### config.mk
export PLATFORM = sky130hd
export DESIGN_NAME = dbgisp_ctrl
export DESIGN_NICKNAME = d
export VERILOG_FILES = /design/src/verilog/dbgisp_sync2.v /design/src/verilog/dbgisp_ctrl.v
export VERILOG_INCLUDE_DIRS = /design/src /design/src/verilog
export SDC_FILE = /design/constraint.sdc
export NUM_CORES = 1
export LEC_CHECK = 0
export BUFFER_PORTS_ARGS = -buffer_cell sky130_fd_sc_hd__clkbuf_2
export CAP_MARGIN = 5
export CORE_MARGIN = 2
export CORE_UTILIZATION = 45
export DETAILED_ROUTE_END_ITERATION = 10
export PLACE_DENSITY = 0.72
export RECOVER_POWER = 100
export SLEW_MARGIN = 20
export SYNTH_ARGS = -nofsm -noshare
export SYNTH_HDL_FRONTEND = slang
export SYNTH_HIERARCHICAL = 1
export SYNTH_SLANG_ARGS = --single-unit
### constraint.sdc
create_clock -name ref_clk -period 2.4 [get_ports ref_clk]
set_input_delay 0.48 -clock ref_clk [delete_from_list [all_inputs] [get_ports ref_clk]]
set_output_delay 0.48 -clock ref_clk [all_outputs]
set_load 0.005 [all_outputs]
### src/verilog/dbgisp_defs.vh
// Purpose: Shared constants of the debug and programming entry control
// Assumes: Included by the design files of this block only
// Notes: Clock source codes follow the clock-select fuse field
`ifndef DBGISP_DEFS_VH
`define DBGISP_DEFS_VH

// ==========================================================
// Clock source fuse codes
`define DBGISP_CLK_CRYSTAL 2'h0
`define DBGISP_CLK_EXTERNAL 2'h1
`define DBGISP_CLK_RC 2'h2

// ==========================================================
// Fuse levels
`define DBGISP_FUSE_PROGRAMMED 1'h0

// ==========================================================
// Timing
`define DBGISP_REF_CLK_HZ 50000000
`define DBGISP_BRK_NOP_CYCLES 2'h2
`define DBGISP_SPI_MAX_HZ 5000000
`define DBGISP_SPI_MIN_HALF_CYC ((`DBGISP_REF_CLK_HZ + 2 * `DBGISP_SPI_MAX_HZ - 1) / (2 * `DBGISP_SPI_MAX_HZ))

// ==========================================================
// Serial byte layout and pin synchroniser width
`define DBGISP_BYTE_W 8
`define DBGISP_BIT_LAST 3'h7
`define DBGISP_SYNC_W 6

`endif

### src/verilog/dbgisp_sync2.v
// Purpose: Two-stage synchroniser for pin inputs
// Assumes: Inputs are asynchronous to ref_clk
// Notes: First stage feeds only the second stage
`default_nettype none

module dbgisp_sync2 #(
  parameter WIDTH = 1
) (
  // Clock and reset
  input wire ref_clk,
  input wire resetn,
  // Data
  input wire [WIDTH-1:0] async_in,
  output wire [WIDTH-1:0] sync_out
);

  reg [WIDTH-1:0] meta_q;
  reg [WIDTH-1:0] sync_q;

  // ==========================================================
  // Per-bit stages
  genvar i;
  generate
    for (i = 0; i < WIDTH; i = i + 1) begin : g_bit
      always @(posedge ref_clk or negedge resetn) begin
        if (!resetn) begin
          meta_q[i] <= 1'b0;
          sync_q[i] <= 1'b0;
        end else begin
          meta_q[i] <= async_in[i];
          sync_q[i] <= meta_q[i];
        end
      end
    end
  endgenerate

  assign sync_out = sync_q;

endmodule

`default_nettype wire

### src/verilog/dbgisp_ctrl.v
// Purpose: Debug pin assignment, break handling and serial programming entry
// Assumes: Fuse levels are static while running; por_active is on ref_clk
// Notes: Debug and SPI clocks are pins sampled by ref_clk, no second domain
`include "dbgisp_defs.vh"
`default_nettype none

module dbgisp_ctrl (
  // Clock and reset
  input wire ref_clk,
  input wire resetn,
  // Configuration fuses and power-on reset
  input wire fuse_debug_en_n,
  input wire fuse_fast_debug,
  input wire [1:0] fuse_clk_src,
  input wire fuse_reset_disable,
  input wire fuse_isp_en,
  input wire por_active,
  // Reset and shared port pin
  input wire reset_shared_port_pin,
  // Oscillator pins
  input wire oscillator_pin_a_in,
  output wire oscillator_pin_a_out,
  output wire oscillator_pin_a_oe,
  input wire oscillator_pin_b_in,
  output wire oscillator_pin_b_out,
  output wire oscillator_pin_b_oe,
  // Debug core side
  input wire debug_tx_data,
  input wire debug_tx_en,
  output reg on_chip_debug,
  output reg normal_two_wire_debug,
  output reg fast_two_wire_debug,
  output reg debug_serial_clock,
  output reg debug_clk_rise,
  output reg debug_clk_fall,
  output reg debug_serial_data,
  // Clock and pin function control
  output reg [1:0] clk_src_eff,
  output reg sysclk_on_osc_a,
  output reg port_pin_avail,
  output reg ext_reset_req,
  output reg ext_int_a_avail,
  output reg external_interrupt_b_avail,
  output reg system_clock_output_avail,
  // Break instruction
  input wire brk_exec,
  output wire brk_stall,
  output reg brk_done,
  output reg debug_break_req,
  // Watchdog
  input wire wdt_overflow,
  input wire wdt_break_en,
  input wire debug_reset_cmd,
  output reg wdt_reset_req,
  output reg wdt_state_clear,
  // Serial programming pins
  input wire spi_sck,
  input wire spi_mosi,
  input wire spi_ss_n,
  output wire spi_miso,
  output wire spi_miso_oe,
  // Programming engine side
  input wire [7:0] isp_tx_byte,
  output reg isp_active,
  output reg [7:0] isp_rx_byte,
  output reg isp_rx_valid,
  output reg isp_frame_end,
  output reg isp_locked
);

  // ==========================================================
  // Pin synchronisers
  // Active-low pins enter inverted so a flushed synchroniser reads them idle
  wire [`DBGISP_SYNC_W-1:0] pins_raw = {
    ~reset_shared_port_pin,
    oscillator_pin_a_in,
    oscillator_pin_b_in,
    spi_sck,
    spi_mosi,
    ~spi_ss_n
  };
  wire [`DBGISP_SYNC_W-1:0] pins_s;
  dbgisp_sync2 #(
    .WIDTH(`DBGISP_SYNC_W)
  ) u_sync (
    .ref_clk(ref_clk),
    .resetn(resetn),
    .async_in(pins_raw),
    .sync_out(pins_s)
  );
  wire rst_pin_s = ~pins_s[5];
  wire osc_a_s = pins_s[4];
  wire osc_b_s = pins_s[3];
  wire sck_s = pins_s[2];
  wire mosi_s = pins_s[1];
  wire ss_n_s = ~pins_s[0];

  // ==========================================================
  // Fuse decode
  // Fuses are static levels, read without a synchroniser
  wire ocd_d = (fuse_debug_en_n == `DBGISP_FUSE_PROGRAMMED);
  wire [1:0] src_d = (ocd_d && fuse_clk_src == `DBGISP_CLK_CRYSTAL) ? `DBGISP_CLK_EXTERNAL : fuse_clk_src;
  wire rc_d = (src_d == `DBGISP_CLK_RC);
  // Crystal cannot stay: its pins carry debug data
  wire dda_on_b_d = ocd_d && !rc_d;

  always @(posedge ref_clk or negedge resetn) begin
    if (!resetn) begin
      on_chip_debug <= 1'b0;
      normal_two_wire_debug <= 1'b0;
      fast_two_wire_debug <= 1'b0;
      clk_src_eff <= `DBGISP_CLK_CRYSTAL;
      sysclk_on_osc_a <= 1'b0;
      port_pin_avail <= 1'b0;
      ext_int_a_avail <= 1'b0;
      external_interrupt_b_avail <= 1'b0;
      system_clock_output_avail <= 1'b0;
    end else begin
      on_chip_debug <= ocd_d;
      normal_two_wire_debug <= ocd_d && !fuse_fast_debug;
      fast_two_wire_debug <= ocd_d && fuse_fast_debug;
      clk_src_eff <= src_d;
      sysclk_on_osc_a <= ocd_d && !rc_d;
      port_pin_avail <= !ocd_d && fuse_reset_disable;
      ext_int_a_avail <= !ocd_d;
      external_interrupt_b_avail <= !(ocd_d && !rc_d);
      system_clock_output_avail <= !(ocd_d && !rc_d);
    end
  end

  // ==========================================================
  // Debug clock and data pins
  // Pulses trail the pin by the two sync stages plus one
  reg dcl_prev_q;
  always @(posedge ref_clk or negedge resetn) begin
    if (!resetn) begin
      // Pin idles high, so the edge history starts high
      dcl_prev_q <= 1'b1;
      debug_serial_clock <= 1'b0;
      debug_clk_rise <= 1'b0;
      debug_clk_fall <= 1'b0;
      debug_serial_data <= 1'b0;
    end else begin
      dcl_prev_q <= rst_pin_s;
      debug_serial_clock <= on_chip_debug && rst_pin_s;
      debug_clk_rise <= on_chip_debug && rst_pin_s && !dcl_prev_q;
      debug_clk_fall <= on_chip_debug && !rst_pin_s && dcl_prev_q;
      debug_serial_data <= on_chip_debug && (dda_on_b_d ? osc_b_s : osc_a_s);
    end
  end

  // Drive only while the debug core answers
  wire dda_drive = on_chip_debug && debug_tx_en;
  // Index 0 is pin a, index 1 is pin b
  wire [1:0] dda_pin_sel = {dda_on_b_d, ~dda_on_b_d};
  wire [1:0] osc_oe;
  genvar p;
  generate
    for (p = 0; p < 2; p = p + 1) begin : g_osc_pin
      assign osc_oe[p] = dda_drive && dda_pin_sel[p];
    end
  endgenerate
  assign oscillator_pin_a_oe = osc_oe[0];
  assign oscillator_pin_b_oe = osc_oe[1];
  assign oscillator_pin_b_out = debug_tx_data;
  assign oscillator_pin_a_out = debug_tx_data;

  // ==========================================================
  // Break instruction
  // A break inside the count is ignored; the core spaces them
  reg [1:0] brk_cnt_q;
  assign brk_stall = brk_exec && !on_chip_debug && (brk_cnt_q == 2'h0);
  always @(posedge ref_clk or negedge resetn) begin
    if (!resetn) begin
      brk_cnt_q <= 2'h0;
      brk_done <= 1'b0;
      debug_break_req <= 1'b0;
    end else begin
      brk_done <= 1'b0;
      debug_break_req <= 1'b0;
      if (brk_cnt_q != 2'h0) begin
        brk_cnt_q <= brk_cnt_q - 2'h1;
        brk_done <= (brk_cnt_q == 2'h1);
      end else if (brk_exec && !on_chip_debug) begin
        brk_cnt_q <= `DBGISP_BRK_NOP_CYCLES - 2'h1;
      end
      if (brk_exec && on_chip_debug) begin
        debug_break_req <= 1'b1;
      end
      if (wdt_overflow && on_chip_debug && wdt_break_en) begin
        debug_break_req <= 1'b1;
      end
    end
  end

  // ==========================================================
  // Watchdog side effects
  always @(posedge ref_clk or negedge resetn) begin
    if (!resetn) begin
      wdt_reset_req <= 1'b0;
      wdt_state_clear <= 1'b0;
    end else begin
      // Break path keeps watchdog state; only a debug reset clears it
      wdt_reset_req <= wdt_overflow && !(on_chip_debug && wdt_break_en);
      wdt_state_clear <= (wdt_overflow && !(on_chip_debug && wdt_break_en)) ||
                         (on_chip_debug && debug_reset_cmd);
    end
  end

  // ==========================================================
  // Programming mode entry
  localparam ST_IDLE = 3'h1;
  localparam ST_ACTIVE = 3'h2;
  localparam ST_LOCKED = 3'h4;
  reg [2:0] st_q;
  reg [2:0] st_d;
  wire rst_low = !rst_pin_s;
  // External reset period needs an enabled reset pin and no debug
  wire ext_reset_period = rst_low && !fuse_reset_disable && !ocd_d;
  wire entry_ok = rst_low && (por_active || (fuse_isp_en && ext_reset_period));

  always @* begin
    st_d = st_q;
    case (st_q)
      ST_IDLE: begin
        if (entry_ok) begin
          st_d = ST_ACTIVE;
        end
      end
      ST_ACTIVE: begin
        if (!rst_low) begin
          st_d = fuse_reset_disable ? ST_LOCKED : ST_IDLE;
        end
      end
      // Only power-on reset, taken as a power cycle, frees the lock
      ST_LOCKED: begin
        if (por_active) begin
          st_d = entry_ok ? ST_ACTIVE : ST_IDLE;
        end
      end
      default: begin
        st_d = ST_IDLE;
      end
    endcase
  end

  always @(posedge ref_clk or negedge resetn) begin
    if (!resetn) begin
      st_q <= ST_IDLE;
      isp_active <= 1'b0;
      isp_locked <= 1'b0;
      ext_reset_req <= 1'b0;
    end else begin
      st_q <= st_d;
      isp_active <= (st_d == ST_ACTIVE);
      isp_locked <= (st_d == ST_LOCKED);
      ext_reset_req <= ext_reset_period || (rst_low && por_active);
    end
  end

  // ==========================================================
  // SPI slave, mode 0, clocked by sampled programmer clock
  // Half a serial clock must span three ref_clk or edges are lost
  reg sck_prev_q;
  reg ss_prev_q;
  reg [2:0] bit_q;
  reg [7:0] rx_sh_q;
  reg [7:0] tx_sh_q;
  wire in_frame = isp_active && !ss_n_s;
  wire sck_rise = sck_s && !sck_prev_q;
  wire sck_fall = !sck_s && sck_prev_q;
  wire frame_start = in_frame && ss_prev_q;

  always @(posedge ref_clk or negedge resetn) begin
    if (!resetn) begin
      sck_prev_q <= 1'b0;
      ss_prev_q <= 1'b1;
      bit_q <= 3'h0;
      rx_sh_q <= 8'h00;
      tx_sh_q <= 8'h00;
      isp_rx_byte <= 8'h00;
      isp_rx_valid <= 1'b0;
      isp_frame_end <= 1'b0;
    end else begin
      sck_prev_q <= sck_s;
      ss_prev_q <= ss_n_s;
      isp_rx_valid <= 1'b0;
      isp_frame_end <= isp_active && ss_n_s && !ss_prev_q;
      if (!in_frame) begin
        bit_q <= 3'h0;
      end else if (frame_start) begin
        bit_q <= 3'h0;
        tx_sh_q <= isp_tx_byte;
      end else if (sck_rise) begin
        // Mode 0: sample on rising edge
        rx_sh_q <= {rx_sh_q[6:0], mosi_s};
        bit_q <= bit_q + 3'h1;
        if (bit_q == `DBGISP_BIT_LAST) begin
          isp_rx_byte <= {rx_sh_q[6:0], mosi_s};
          isp_rx_valid <= 1'b1;
        end
      end else if (sck_fall) begin
        // Mode 0: shift out on falling edge
        if (bit_q == 3'h0) begin
          tx_sh_q <= isp_tx_byte;
        end else begin
          tx_sh_q <= {tx_sh_q[6:0], 1'b0};
        end
      end
    end
  end

  // Slave only: output driven while selected in programming mode
  assign spi_miso_oe = in_frame;
  assign spi_miso = tx_sh_q[7];

endmodule

`default_nettype wire

# Word level (Yosys, flattened, before mapping)
# Index checks and enable logic that the tools add are counted.
# op_classes
bitwise_logic,7
reduce_logical,54
n_eq_ne,10
add_sub_neg,2
n_mux,24
multipliers,0
n_lt_le_gt_ge,0
div,0
shift,0
# op_table
op,n
$logic_and A1 B1 Y1,32
$mux W8,4
$mux W3,7
$logic_not A1 Y1,10
$eq A3 B3 Y1 const B,3
$pmux W3 S3,1
$mux W1,8
$mux W2,4
$not A1 Y1,7
$eq A3 B2 Y1 const B,2
$reduce_and A3 Y1,2
$reduce_bool A2 Y1,3
$logic_not A2 Y1,2
$reduce_and A4 Y1,1
$add A3 B1 Y3 const B,1
$eq A3 B1 Y1 const B,1
$logic_not A3 Y1,1
$logic_or A1 B1 Y1,3
$ne A3 B1 Y1 const B,1
$eq A2 B1 Y1 const B,1
$eq A2 B2 Y1 const B,1
$ne A2 B1 Y1 const B,1
$sub A2 B1 Y2 const B,1
# totals
romBits,0
output_inout_bits,38
latch_bits,0
input_bits,29
reg_bits,68
mem_bits_rw,0
memories,0
word_cells,139

# Longest topological paths before layout
# Gate-level depths: netlist of run 1.
# logic_depth
word_depth,10
depth_mapped,6
depth_no_buf,5

# Modules after synthesis
# The synthesis of run 1 kept the hierarchy.
# by_module_without_submodules
module,n_inst,area_per_inst_um2,cells_each,seq_area_each_um2
dbgisp_ctrl,1,2262.2,173,1405.1
dbgisp_sync2,1,300.3,12,300.3

# Worst setup path before layout of run 1
# Ideal clock, no wire load.
# synth_timing
path_kind,input to output
start,input port fuse_clk_src[0]
end,output port oscillator_pin_b_oe
arrival_ns,0.972
path_buffers,0
t_required_ns,1.920
setup_slack_ns,0.948
path_stages,4
path_cell_list,inv_1 > a21oi_1 > inv_1 > nor2_1
# synth_via
elab_chain_len,7
# synth_rtl
element,line_no,source
start: declaration,dbgisp_ctrl.v:14,"input wire [1:0] fuse_clk_src,"
$logic_not A2 Y1 (no source line),n/a,
$logic_and A1 B1 Y1 (no source line),n/a,
$mux W2 *,dbgisp_ctrl.v:102,wire [1:0] src_d = (ocd_d && fuse_clk_src == `DBGISP_CLK_CRYSTAL) ? `DBGISP_CLK_EXTERNAL : fuse_clk_src;
$eq A2 B2 Y1 (no source line) *,n/a,
$logic_not A1 Y1 *,dbgisp_ctrl.v:105,wire dda_on_b_d = ocd_d && !rc_d;
$logic_and A1 B1 Y1 *,dbgisp_ctrl.v:105,
named net dda_on_b_d,dbgisp_ctrl.v:105,
$logic_and A1 B1 Y1 *,dbgisp_ctrl.v:160,assign osc_oe[p] = dda_drive && dda_pin_sel[p];
end: declaration,dbgisp_ctrl.v:26,"output wire oscillator_pin_b_oe,"
# Mark *: on every way through the listed nets, which the timed path passes. The rest lies on a longest branch.

# Worst setup path after layout of run 1
# layout_timing
start,register sck_prev_q
end,register isp_rx_byte[0]
# layout_via
elab_chain_len,3
# layout_rtl
element,line_no,source
start: declaration,dbgisp_ctrl.v:264,reg sck_prev_q;
start signal: assignment,dbgisp_ctrl.v:285,sck_prev_q <= sck_s;
$logic_not A1 Y1,dbgisp_ctrl.v:270,wire sck_rise = sck_s && !sck_prev_q;
$logic_and A1 B1 Y1,dbgisp_ctrl.v:270,
$reduce_and A4 Y1 (no source line),n/a,
end signal: assignment,dbgisp_ctrl.v:299,"isp_rx_byte <= {rx_sh_q[6:0], mosi_s};"
end: declaration,dbgisp_ctrl.v:65,"output reg [7:0] isp_rx_byte,"
# Every way passes these cells.
# A chain may end at the register's enable or synchronous reset.

==> run summary, run 1 <==
The run finished with clean final reports. The number of synthesis warnings came out at 6. The cell leakage power is 1.60 nW.

At the worst endpoint, the arrival time is 2.20 ns. Input and output buffers added on the ports amount to 63. Among all flip-flop cells after synthesis, the most frequent one is sky130_fd_sc_hd__dfrtp_1. Relative to the synthesized area, the layout overhead comes to 20.0%. Once the clock tree was built, the resizer swapped 0 gates to a different size.

Derived from the worst setup path, the maximum achievable clock frequency is 502 MHz. The proportion of netlist area held by the largest area contributor came out at 63.5%. In this run the number of cells on the critical path is 4. The clock transition at the register clock pins on the worst setup and hold paths after CTS came out at 0.08 ns. For this run, the slowest stage of the critical path takes 0.75 ns. The final route contains 1504 vias. The number of global-route vias before repair was 1489. The share of cells above drive strength 1 came out at 28.6%. The cell area that synthesis handed to floorplanning was 2560 um2. The H-tree depth is 3. The signal on the critical path passes through nand2b_1, nor2_1, nand2_8, mux2_1. After synthesis, the largest family of logic cells by area is multiplexers. The number of antenna violations at the first check in global routing came out at 0. Each instance of the synthesized netlist takes up on average 13.9 um2. For the worst flop-to-flop path, the logic depth is 4. In this run the worst path has a maximum fanout of 9.

The clock skew came out at 0.0127 ns. Synthesis produced a netlist with a net count of 217. Setup total negative slack on the finished layout was measured at 0 ns. The wire length of the first global-routing pass is 7030 um. After synthesis the netlist holds a flip-flop and latch count of 68. The row count came out at 27.

TritonCTS built the clock tree. The peak supply drop came out at 0.486 mV. The final weighted congestion of routability-driven global placement came out at 0.760. The remaining antenna violation count after routing came out at 0.

The number of violations of the max-capacitance limit came out at 0. For this run, the share of the core covered by cells in the final layout is 55.9%. The repair_antennas step left the layout with diodes totalling 0.

The hold violation total from the final report is 0. The violation count after the first detailed-routing iteration is 72. The fraction of the yosys area taken by sequential cells is 66.6%. The largest area contributor in the synthesized netlist is sky130_fd_sc_hd__dfrtp_1.

On the critical path, the stage with the largest delay is an instance of sky130_fd_sc_hd__nor2_1. The post-synthesis async set-or-reset flop share is 100%. The total global routing overflow came out at 0. The max-slew violation total from the final report is 0. The count of mapped cells out of synthesis came out at 185. The count of flip-flops with a built-in enable after synthesis is 0.

The number of buffers inserted during clock tree synthesis came out at 9. The number of remaining DRC errors came out at 0. The path type of the worst setup path is flip-flop to flip-flop. The count of unique library cells instantiated by Yosys is 36. The area of the core came out at 5510 um2. The overall global routing resource usage is 15.1%.

The number of failing setup endpoints in the final timing report is 0. The floorplan step defined a die boundary enclosing 6310 um2. The clock passes through at most 2 buffers. The via-per-instance ratio is 4.54. The parity-gate share of the synthesized area counting xor and xnor cells came out at 0.342%.

The transition time of the tightest slew-check pin came out at 1.19 ns. Summing the areas of all fa, ha and maj instances in the mapped netlist gives 1.46% of the synthesized area. Of the available clock period, the critical path in the final layout requires 83.0%. The commonest cells after synthesis are 65 x sky130_fd_sc_hd__dfrtp_1, 21 x sky130_fd_sc_hd__nor2_1, 14 x sky130_fd_sc_hd__inv_1.

The power density normalized to cell area is 821 nW/um2. The worst hold path class is input pin to flip-flop. The number of buffers inserted for hold repair after clock tree synthesis came out at 0.

Data on the critical path is required at its endpoint by 2.61 ns. The share of synthesized cell area in and, or, nand and nor gates came out at 10.0%. The total iterations of the first detailed-routing run came out at 4. The floorplan step set the die width to 79.5 um. Sorting the synthesized cells by area gives the leading types as sky130_fd_sc_hd__dfrtp_1 63%, sky130_fd_sc_hd__mux2_4 4.7%, sky130_fd_sc_hd__mux2i_1 3.9%. Setup repair after global routing left no endpoint under its margin. The post-layout net count is 286. After detailed routing, the total wire length is 4300 um. Buffers added to address setup during post-CTS repair amount to 0.

The vertical extent of the die is 79.5 um. Entering global routing, the biggest net connects 29 pins. The later pin in the worst-skew pair is clocked with a latency of 0.34 ns.

Once the floorplan was initialized, standard cells occupied 46.5% of the core. The buffer cell driving the clock tree root is sky130_fd_sc_hd__clkbuf_8. The average routed wire per standard cell is 13.0 um. The multiplexer share of the synthesized area is 11.7%. The worst hold path depth is 1. The worst setup path is captured at a flip-flop. The number of ports placed on the die boundary is 67. The tree built by TritonCTS fans out to 68 sinks. The post-DP HPWL is 3080 um. The worst path in the final design needs a cycle of 1.99 ns, including I/O delays and setup. The critical path buffer and inverter count came out at 0. The most repeated cell in the gate-level netlist after synthesis is sky130_fd_sc_hd__dfrtp_1. The kind of launch point of the worst setup path is a flip-flop.

The max-slew headroom at the worst pin came out at 20.7%. The compound-cell area share of the yosys netlist is 5.57%. Broken down by cell family, the worst path's largest delay share belongs to simple AND/OR/NAND/NOR gates.
==> metrics by stage <==
step                power [W]  cells  setup WS, ns  instance area, um2  hold WS, ns
CTS                   0.00257    331         0.655                3160        0.120
detailed placement    0.00153    315         0.655                2940        0.335
finish                0.00253    331         0.407                3080        0.238
global placement      0.00152    315         0.689                2940        0.333
floorplan             0.00143    185         0.948                2560        0.184
global route          0.00266    331         0.294                3080        0.218
==> layout by cell type (no fill, tap or decap), types with 7 or more instances in the layout <==
| master | count |
|---|---|
| sky130_fd_sc_hd__dfrtp_1 | 65 |
| sky130_fd_sc_hd__inv_1 | 14 |
| sky130_fd_sc_hd__mux2_2 | 7 |
| sky130_fd_sc_hd__mux2_1 | 7 |
| sky130_fd_sc_hd__clkbuf_2 | 44 |
| sky130_fd_sc_hd__clkbuf_1 | 18 |
| sky130_fd_sc_hd__mux2i_1 | 10 |
| sky130_fd_sc_hd__nor2_1 | 22 |
| sky130_fd_sc_hd__clkbuf_8 | 10 |
| sky130_fd_sc_hd__a21oi_1 | 12 |
==> per-layer routing <==
layer | GRT usage [%] | vias up | routed length [um] | share of wire, %
met5 | 0 | - | 0 | 0
met4 | 6.90 | 0 | 61 | 1.4
met3 | 6.79 | 8 | 268 | 6.2
met2 | 22.4 | 33 | 2070 | 48
met1 | 19.1 | 712 | 1900 | 44
li1 | - | 751 | - | -
==> registers in the layout (all words and copies together), names as in the netlist, 2 cells and up <==
register and count:
u_sync/sync_out 6, rx_sh_q 7, u_sync/meta_q 6, clk_src_eff 2, brk_cnt_q 2, bit_q 3, st_q 3, tx_sh_q 8
isp_rx_byte 8
==> layout make-up <==
class | instances | area, um2
well taps | 72 | 90.1
multi-input cells | 96 | 699
fillers | 473 | 2430
clock buffers | 10 | 138
inverters | 14 | 52.6
repair buffers | 65 | 303
flip-flops and latches | 68 | 1710
clock inverters | 6 | 87.6
==> where the power goes <==
part | total [W] | leakage, nW | internal, W | switching [W]
Sequential | 0.00130 | 0.851 | 0.00124 | 0.0000536
Combinational | 0.000198 | 0.633 | 0.0000915 | 0.000107
Clock | 0.00103 | 0.116 | 0.000613 | 0.000417
Total | 0.00253 | 1.60 | 0.00195 | 0.000578
==> kinds of logic (layout without fill, tap and decap cells) <==
kind of cell    Yosys count  count (layout)
fa+ha+maj                 3               3
mux                      25              25
buf+inv                  21              95
xor+xnor                  1               1
simple gates             43              43
flops                    68              68
compound gates           24              24
==> final timing paths <==
kind                       slack [ns]                 end              from
max                              0.41      isp_rx_byte[0]        sck_prev_q
min                              0.24    u_sync/meta_q[2]           spi_sck
max reg2reg                      0.41      isp_rx_byte[0]        sck_prev_q
min reg2reg                      0.35  u_sync/sync_out[0]  u_sync/meta_q[0]
max in group asynchronous        0.76     debug_break_req            resetn
min in group asynchronous        0.36    u_sync/meta_q[1]            resetn
Note: power is estimated with default switching activity, not from simulation.
==> inputs of run 2 (changes only) <==
PLACE_DENSITY = 0.74   (was 0.72)
clock period = 1.76 ns   (was 2.4 ns; I/O delays follow)
==> run 2 against run 1 <==
Via count increased by 1.9%. Wire length rose by 0.37%. Sequential power rose by 36%. Clock skew fell by 0.0022 ns. Clock power grew 37%. Worst setup slack lost 0.22 ns. Fmax up 26%. Hold slack got worse by 0.12 ns. Non-clock buffer count unchanged. Flip-flop and latch count unchanged. Power increased by 37%. First-iteration DRC count down 31%. Largest cell class unchanged. Highest routed layer unchanged.
==> run summary, run 2 (same netlist as run 1, synthesis figures left out) <==
The largest fanout of any net on the critical path came out at 9. The number of global-route vias before repair is 1569. The worst register-to-register path begins at sck_prev_q. Summing internal, switching and leakage power gives 0.00345 W. The depth of the most critical reg-to-reg path is 4. The first detailed-routing pass took 4 iterations. The number of antenna violations at the first check in global routing came out at 0.

The share of cells above drive strength 1 is 29.0%. For this design, the CTS-stage hold fixing added 0 buffers. The number of remaining DRC errors came out at 0. The die covers 6310 um2. The total number of vias is 1533.

The design internal power is 0.00266 W. The setup total negative slack came out at 0 ns. The starting density of the core came out at 46.5%. The max-slew violation total from the final report came out at 0. STA classifies the critical path endpoint as a flip-flop. The maximum cell stage delay along the critical path came out at 0.38 ns.

The number of port buffers came out at 63. The critical path goes through nand2b_1, nor2_8, nand2_2, mux2_1. The H-tree depth is 3. After layout, the worst path uses 89.6% of the clock period. The clock network accounts for 40.9% of the total power. The achievable frequency came out at 634 MHz. The clock net sink count is 68. The timing startpoint of the critical path is sck_prev_q. The number of ports placed on the die boundary is 67. In this run, flip-flops and latches consume 51.3% of the power.

The path type of the worst setup path is flip-flop to flip-flop. The flow ran to the end, and the final reports show no timing, DRC or antenna violations. The post-layout net count is 286. The remaining antenna violation count after routing is 0.

The tree is rooted in a sky130_fd_sc_hd__clkbuf_8. The library cell used most frequently in the layout, excluding fill and tap cells, is sky130_fd_sc_hd__dfrtp_1. Following the worst setup path forward leads to its endpoint at isp_rx_byte[1].

The worst hold slack across all endpoints is 0.118 ns. The number of violations of the max-capacitance limit is 0. The violation count after the first detailed-routing iteration is 50.

The family with the most delay on the worst path is simple AND/OR/NAND/NOR gates. The endpoint identified for the worst register-to-register timing path is isp_rx_byte[1]. The fraction of power consumed by combinational cells is 7.9%. TritonCTS built the clock tree. The number of antenna diodes is 0.

Cells fill 55.9% of the core in the end. The transition time of the tightest slew-check pin is 1.43 ns. The average routed wire per standard cell came out at 13.1 um. The number of failing setup endpoints in the final timing report came out at 0. The peak supply drop is 0.660 mV.

The number of stages on the worst setup path is 4. The final weighted congestion of routability-driven global placement came out at 0.792. The power density normalized to cell area is 1120 nW/um2. Setup repair after global routing left no endpoint under its margin. The pre-CTS worst setup slack came out at 0.201 ns. Summed over all cells, the static leakage comes to 1.62 nW. The growth of design area from synthesis to finish is 20.1%.

The maximum root-to-sink buffer count is 2. The largest individual stage delay along the critical path comes from the cell sky130_fd_sc_hd__dfrtp_1. The hold violation total from the final report came out at 0. The largest registers in the layout are isp_rx_byte: 8 flops, tx_sh_q: 8 flops, rx_sh_q: 7 flops.

The clock transition at the register clock pins on the worst setup and hold paths after CTS is 0.07 ns. Global routing used 15.3% of the available tracks. The post-DP HPWL is 2990 um. Buffers inserted during clock tree synthesis total 9. The quantity of gates resized following cts came out at 0. The wire length of the first global-routing pass came out at 7090 um. Together, buffers and inverters on the worst path number 0. The pin count of the biggest net entering global routing is 69. The worst pin sits at a relative slew slack of 4.85%.

The latest clock arrival within the worst-skew pair is 0.34 ns. The worst hold path class is input pin to flip-flop. The floorplan step set the die height to 79.5 um.

The data arrival time of the critical path is 1.79 ns. Net switching is 23.0% of the power. The power spent charging and discharging nets came out at 0.000794 W. The setup slack after layout came out at 0.183 ns.

The via-per-instance ratio came out at 4.63. The final critical delay including setup and external delays is 1.58 ns. The floorplan step set the die width to 79.5 um.

Leaving out fill and tap cells, the most frequent cells in the layout are 65 x sky130_fd_sc_hd__dfrtp_1, 42 x sky130_fd_sc_hd__clkbuf_2, 21 x sky130_fd_sc_hd__nor2_1, 21 x sky130_fd_sc_hd__clkbuf_1, 14 x sky130_fd_sc_hd__inv_1. The area of the core is 5510 um2. The total global routing overflow came out at 0. Across all register-to-register paths, the minimum setup slack is 0.18 ns. The post-CTS setup repair buffer count is 0. For this block, the routed nets add up to 4320 um of wire. Row generation in the floorplan step produced 27 rows. STA classifies the critical path startpoint as a flip-flop.

The data required time at the worst endpoint is 1.98 ns. Clock skew on the completed layout was measured at 0.0104 ns.
-- run 2: cell count changes in the layout (fill, tap and decap cells not counted), sizes merged --
cell and delta:
buf -1, clkbuf +1
-- run 2: how the worst min path moves through the flow --
stage	startpoint	endpoint	slack (ns)	cells after the start
2_1_floorplan	resetn	bit_q[0]	0.06	0
3_3_place_gp	u_sync/meta_q[5]	u_sync/sync_out[5]	0.33	0
3_5_place_dp	u_sync/meta_q[3]	u_sync/sync_out[3]	0.33	0
4_1_cts	resetn	isp_rx_byte[2]	0.03	2
5_1_grt	oscillator_pin_a_in	u_sync/meta_q[4]	0.09	1
6_report	oscillator_pin_a_in	u_sync/meta_q[4]	0.12	1
-- run 2: worst reg2reg max path: stages (launching register included) --
cell	delay [ns]
sky130_fd_sc_hd__dfrtp_1	0.38
sky130_fd_sc_hd__nand2b_1	0.31
sky130_fd_sc_hd__nor2_8	0.24
sky130_fd_sc_hd__nand2_2	0.18
sky130_fd_sc_hd__mux2_1	0.36
-- run 2: area by class of cell --
class / count / area, um2
Inverter: 14 / 52.6
Clock inverter: 6 / 87.6
Multi-Input combinational cell: 96 / 704
Tap cell: 72 / 90.1
Fill cell: 468 / 2430
Clock buffer: 10 / 138
Sequential cell: 68 / 1710
Timing Repair Buffer: 65 / 299
-- run 2: layer usage --
metal  GRT usage (%)  vias to the layer above  routed length, um
met1            18.3                      738               1830
met3            6.45                        7                258
met2            23.9                       37               2150
li1                -                      751                  -
met5               0                        -                  0
met4            7.24                        0                 82
-- run 2: power groups by stage --
stage	registers, W	logic, W	clock network [W]
6_report	0.00177	0.000271	0.00141
5_1_grt	0.00179	0.000313	0.00151
4_1_cts	0.00177	0.000292	0.00144
3_5_place_dp	0.00180	0.000290	0
3_3_place_gp	0.00180	0.000283	0
2_1_floorplan	0.00179	0.000157	0
-- run 2: through the flow --
| stage | std cells | area (um2) |
|---|---|---|
| finish | 331 | 3080 |
| global route | 331 | 3080 |
| CTS | 331 | 3160 |
| detailed placement | 315 | 2940 |
| global placement | 315 | 2940 |
| floorplan | 185 | 2560 |
==> inputs of run 3 (changes only) <==
ABC_AREA = 1   (was unset)
SETUP_SLACK_MARGIN = 0.05   (was unset)
==> run 3 against run 2 <==
Combinational power grew 56%. Clock power shrank 19%. Wire length grew 8.0%. Largest power group unchanged. Hold slack lost 0.0036 ns. Clock-buffer cell count grew 2. Die area grew 2.0%. Flip-flop and latch count is the same.
==> run summary, run 3 <==
The count of unique library cells instantiated by Yosys came out at 25. The average instance in the mapped netlist occupies 9.80 um2. The area of the mapped netlist came out at 2620 um2. The proportion of netlist area held by the largest area contributor came out at 62.1%. The register bit total from synthesis came out at 68.

The number of buffers inserted for hold repair after clock tree synthesis came out at 0. The total number of vias is 1915. The H-tree depth came out at 3. The signal on the critical path passes through inv_2, nand2_1, nor3_2, clkbuf_2. Setup total negative slack on the finished layout was measured at 0 ns.

The path type of the worst setup path is flip-flop to output pin. The TritonCTS clock tree is yes. The number of failing setup endpoints in the final timing report is 0. No sink is reached through more buffers than the 2 on the longest clock path. The transition time of the tightest slew-check pin came out at 0.887 ns.

The run finished with clean final reports. The floorplan step set the die height to 80.3 um. Dividing total power by cell area gives a power density of 1080 nW/um2. The type of element capturing the critical path is an output pin. The post-route fraction of the period consumed by the critical path is 91.1%. The root buffer cell chosen for the clock tree is sky130_fd_sc_hd__clkbuf_8. The net count after synthesis is 299. For this run, the leading register cell type out of synthesis is sky130_fd_sc_hd__dfrtp_1. The starting density of the core is 47.0%. Yosys mapped a number of flops with a built-in enable equal to 0. The row count is 27. The worst hold path class is input pin to flip-flop. The leading cell type in the layout, fill and taps excluded is sky130_fd_sc_hd__nand2_1. The via-per-instance ratio is 4.63.

The data arrival time of the critical path came out at 1.25 ns. The latest clock arrival within the worst-skew pair is 0.34 ns. The cell family contributing the most delay on the critical path is flip-flops. Clock-pin slew was measured on the worst setup and hold paths at 0.07 ns. After detailed routing, the average wire length per cell comes to 11.3 um. The growth of design area from synthesis to finish came out at 20.4%. The worst register-to-register path begins at ss_prev_q. The number of remaining DRC errors came out at 0. The register-to-register setup slack came out at 0.19 ns.

The clock skew came out at 0.00761 ns. The most repeated cell in the gate-level netlist after synthesis is sky130_fd_sc_hd__nand2_1. The sequential standard cell area came out at 1710 um2. The filler cell count is 519. The hold violation total from the final report came to 0.

The number of global-route vias before repair is 1906. The peak supply drop came out at 0.685 mV. Summed over all instances, the cell type with the most area after synthesis is sky130_fd_sc_hd__dfrtp_1. The number of antenna violations at the first check in global routing came out at 0. During placement, the flow inserted port buffers numbering 63.

The Yosys step of the flow raised 6 warnings. The violation count after the first detailed-routing iteration came out at 46. In this run the worst setup path begins at on_chip_debug. Max-cap violations in this run came to 0. Setup repair after global routing left no endpoint under its margin. By count the netlist is led by 95 x sky130_fd_sc_hd__nand2_1, 65 x sky130_fd_sc_hd__dfrtp_1, 33 x sky130_fd_sc_hd__inv_1. The data required time at the worst endpoint is 1.41 ns. The top cell types in the final layout, fill and taps aside, are 97 x sky130_fd_sc_hd__nand2_1, 65 x sky130_fd_sc_hd__dfrtp_1, 47 x sky130_fd_sc_hd__clkbuf_2, 32 x sky130_fd_sc_hd__inv_1.

Once placement finished, the instance area stood at 3000 um2. The slowest stage of the critical path is the sky130_fd_sc_hd__dfrtp_1 cell. Headroom to the max-slew limit came out at 40.9%.

The count of mapped cells out of synthesis is 267. The remaining antenna violation count after routing came out at 0. The combined area of the multi-input logic cells is 733 um2. Sequential cells were found to cover 65.2% of the synthesized design area. The wire length of the first global-routing pass is 8070 um. The maximum cell stage delay along the critical path is 0.45 ns.

The number of clock buffers added by TritonCTS is 9. The number of antenna diodes came out at 0. The share of cells above drive strength 1 came out at 21.9%. Measured in cells, the most critical reg-to-reg path has a length of 6. The die covers 6440 um2.

For this run, asynchronously set or reset flops after synthesis account for 100%. The cell leakage power is 1.78 nW. The final standard cell area without fillers is 3150 um2. The achievable frequency is 624 MHz. The number of ports placed on the die boundary came out at 67. The largest registers in the layout are isp_rx_byte: 8 flops, tx_sh_q: 8 flops, rx_sh_q: 7 flops. The final critical delay including setup and external delays came out at 1.60 ns.

The die span in x came out at 80.3 um. After synthesis, the cell types taking the most area are sky130_fd_sc_hd__dfrtp_1 62%, sky130_fd_sc_hd__nand2_1 14%, sky130_fd_sc_hd__inv_1 4.7%. The region available for standard cell placement spans 5570 um2.

The pin count of the biggest net entering global routing is 69. The number of buffers and inverters on the critical path is 2. Global routing used 16.7% of the available tracks.

The capture instance of the worst register-to-register path is isp_rx_byte[4]. In this run the worst setup path terminates at brk_stall. At the end of routability-driven placement, the weighted congestion stood at 0.756.

The total global routing overflow is 0. STA classifies the critical path startpoint as a flip-flop. The total iterations of the first detailed-routing run is 4. After detailed routing, the total wire length is 4670 um.

In this run the number of cells on the critical path is 4. Of all nets on the critical path, the largest fanout is 6. The post-DP HPWL is 3320 um. The post-layout net count came out at 369. The worst hold slack across all endpoints is 0.114 ns. The max-slew violation total from the final report is 0.

The clock net sink count is 68.
[run 3: cell count changes after synthesis, sizes merged, moves of 2 or more]
cell	delta
nand2	+97
inv	+21
mux2	-15
nand3	+12
a21oi	-10
mux2i	-10
nand3b	+7
nor2	-5
nor2b	-5
o21ai	+4
and2	-3
o22ai	+2
[run 3: timing repair]
item / 4_1_cts / 5_1_grt
endpoints found under the hold margin: 0 / 0
pin swaps: 0 / 0
gates resized for setup: 1 / 2
buffers inserted: 0 / 1
endpoints found under the setup margin: 2 / 2
[run 3: worst reg2reg max path: stages (launching register included)]
cell and delay [ns]:
sky130_fd_sc_hd__dfstp_1 0.60, sky130_fd_sc_hd__nor2_4 0.06, sky130_fd_sc_hd__nand2_1 0.34, sky130_fd_sc_hd__inv_2 0.19, sky130_fd_sc_hd__nand2_2 0.19, sky130_fd_sc_hd__nand2_1 0.07
sky130_fd_sc_hd__nand2_1 0.06
[run 3: cells by family (layout without fill, tap and decap cells)]
group           after synthesis  after routing  share of synthesized area (%)
fa+ha+maj                     3              3                           1.43
compound gates               13             13                           2.68
flops                        68             68                           65.2
buf+inv                      41            116                           6.64
simple gates                142            142                           24.1
[run 3: power breakdown]
group | switching, W | total [W] | leakage [nW] | internal, W
clock | 0.000554 | 0.00114 | 0.0884 | 0.000583
sequential | 0.000104 | 0.00185 | 0.861 | 0.00175
combinational | 0.000240 | 0.000424 | 0.828 | 0.000184
total | 0.000899 | 0.00341 | 1.78 | 0.00251
[run 3: metrics by stage]
stage | instances | util, % | power, W | setup WS [ns]
2_1_floorplan | 267 | - | 0.00214 | 0.571
3_3_place_gp | 397 | 53.8 | 0.00230 | 0.381
3_5_place_dp | 397 | 53.8 | 0.00233 | 0.335
4_1_cts | 413 | 57.1 | 0.00349 | 0.0820
5_1_grt | 414 | 56.5 | 0.00363 | 0.0454
6_report | 414 | 56.5 | 0.00341 | 0.157
[run 3: metal layers]
| layer | vias up | GRT usage [%] | share of wire [%] |
|---|---|---|---|
| li1 | 957 | - | - |
| met1 | 895 | 18.2 | 41 |
| met2 | 54 | 27.8 | 51 |
| met3 | 9 | 7.98 | 7.0 |
| met4 | 0 | 7.29 | 1.0 |
| met5 | - | 0 | 0 |
[run 3: how the worst min path moves through the flow]
stage                     start                 end  slack, ns  cells after the start
2_1_floorplan            resetn            bit_q[0]       0.06                      0
3_3_place_gp   u_sync/meta_q[2]  u_sync/sync_out[2]       0.33                      0
3_5_place_dp   u_sync/meta_q[0]  u_sync/sync_out[0]       0.34                      0
4_1_cts                  resetn    u_sync/meta_q[2]       0.02                      2
5_1_grt                spi_mosi    u_sync/meta_q[1]       0.09                      1
6_report               spi_mosi    u_sync/meta_q[1]       0.11                      1
[run 3: area by class of cell]
| cell class | instances | share of cell area (%) |
|---|---|---|
| tap | 72 | 2.86 |
| multi-input combinational | 158 | 23.3 |
| clock buffer | 12 | 4.92 |
| clock inverter | 4 | 0.794 |
| sequential | 68 | 54.1 |
| timing repair buffer | 65 | 9.88 |
| inverter | 35 | 4.17 |
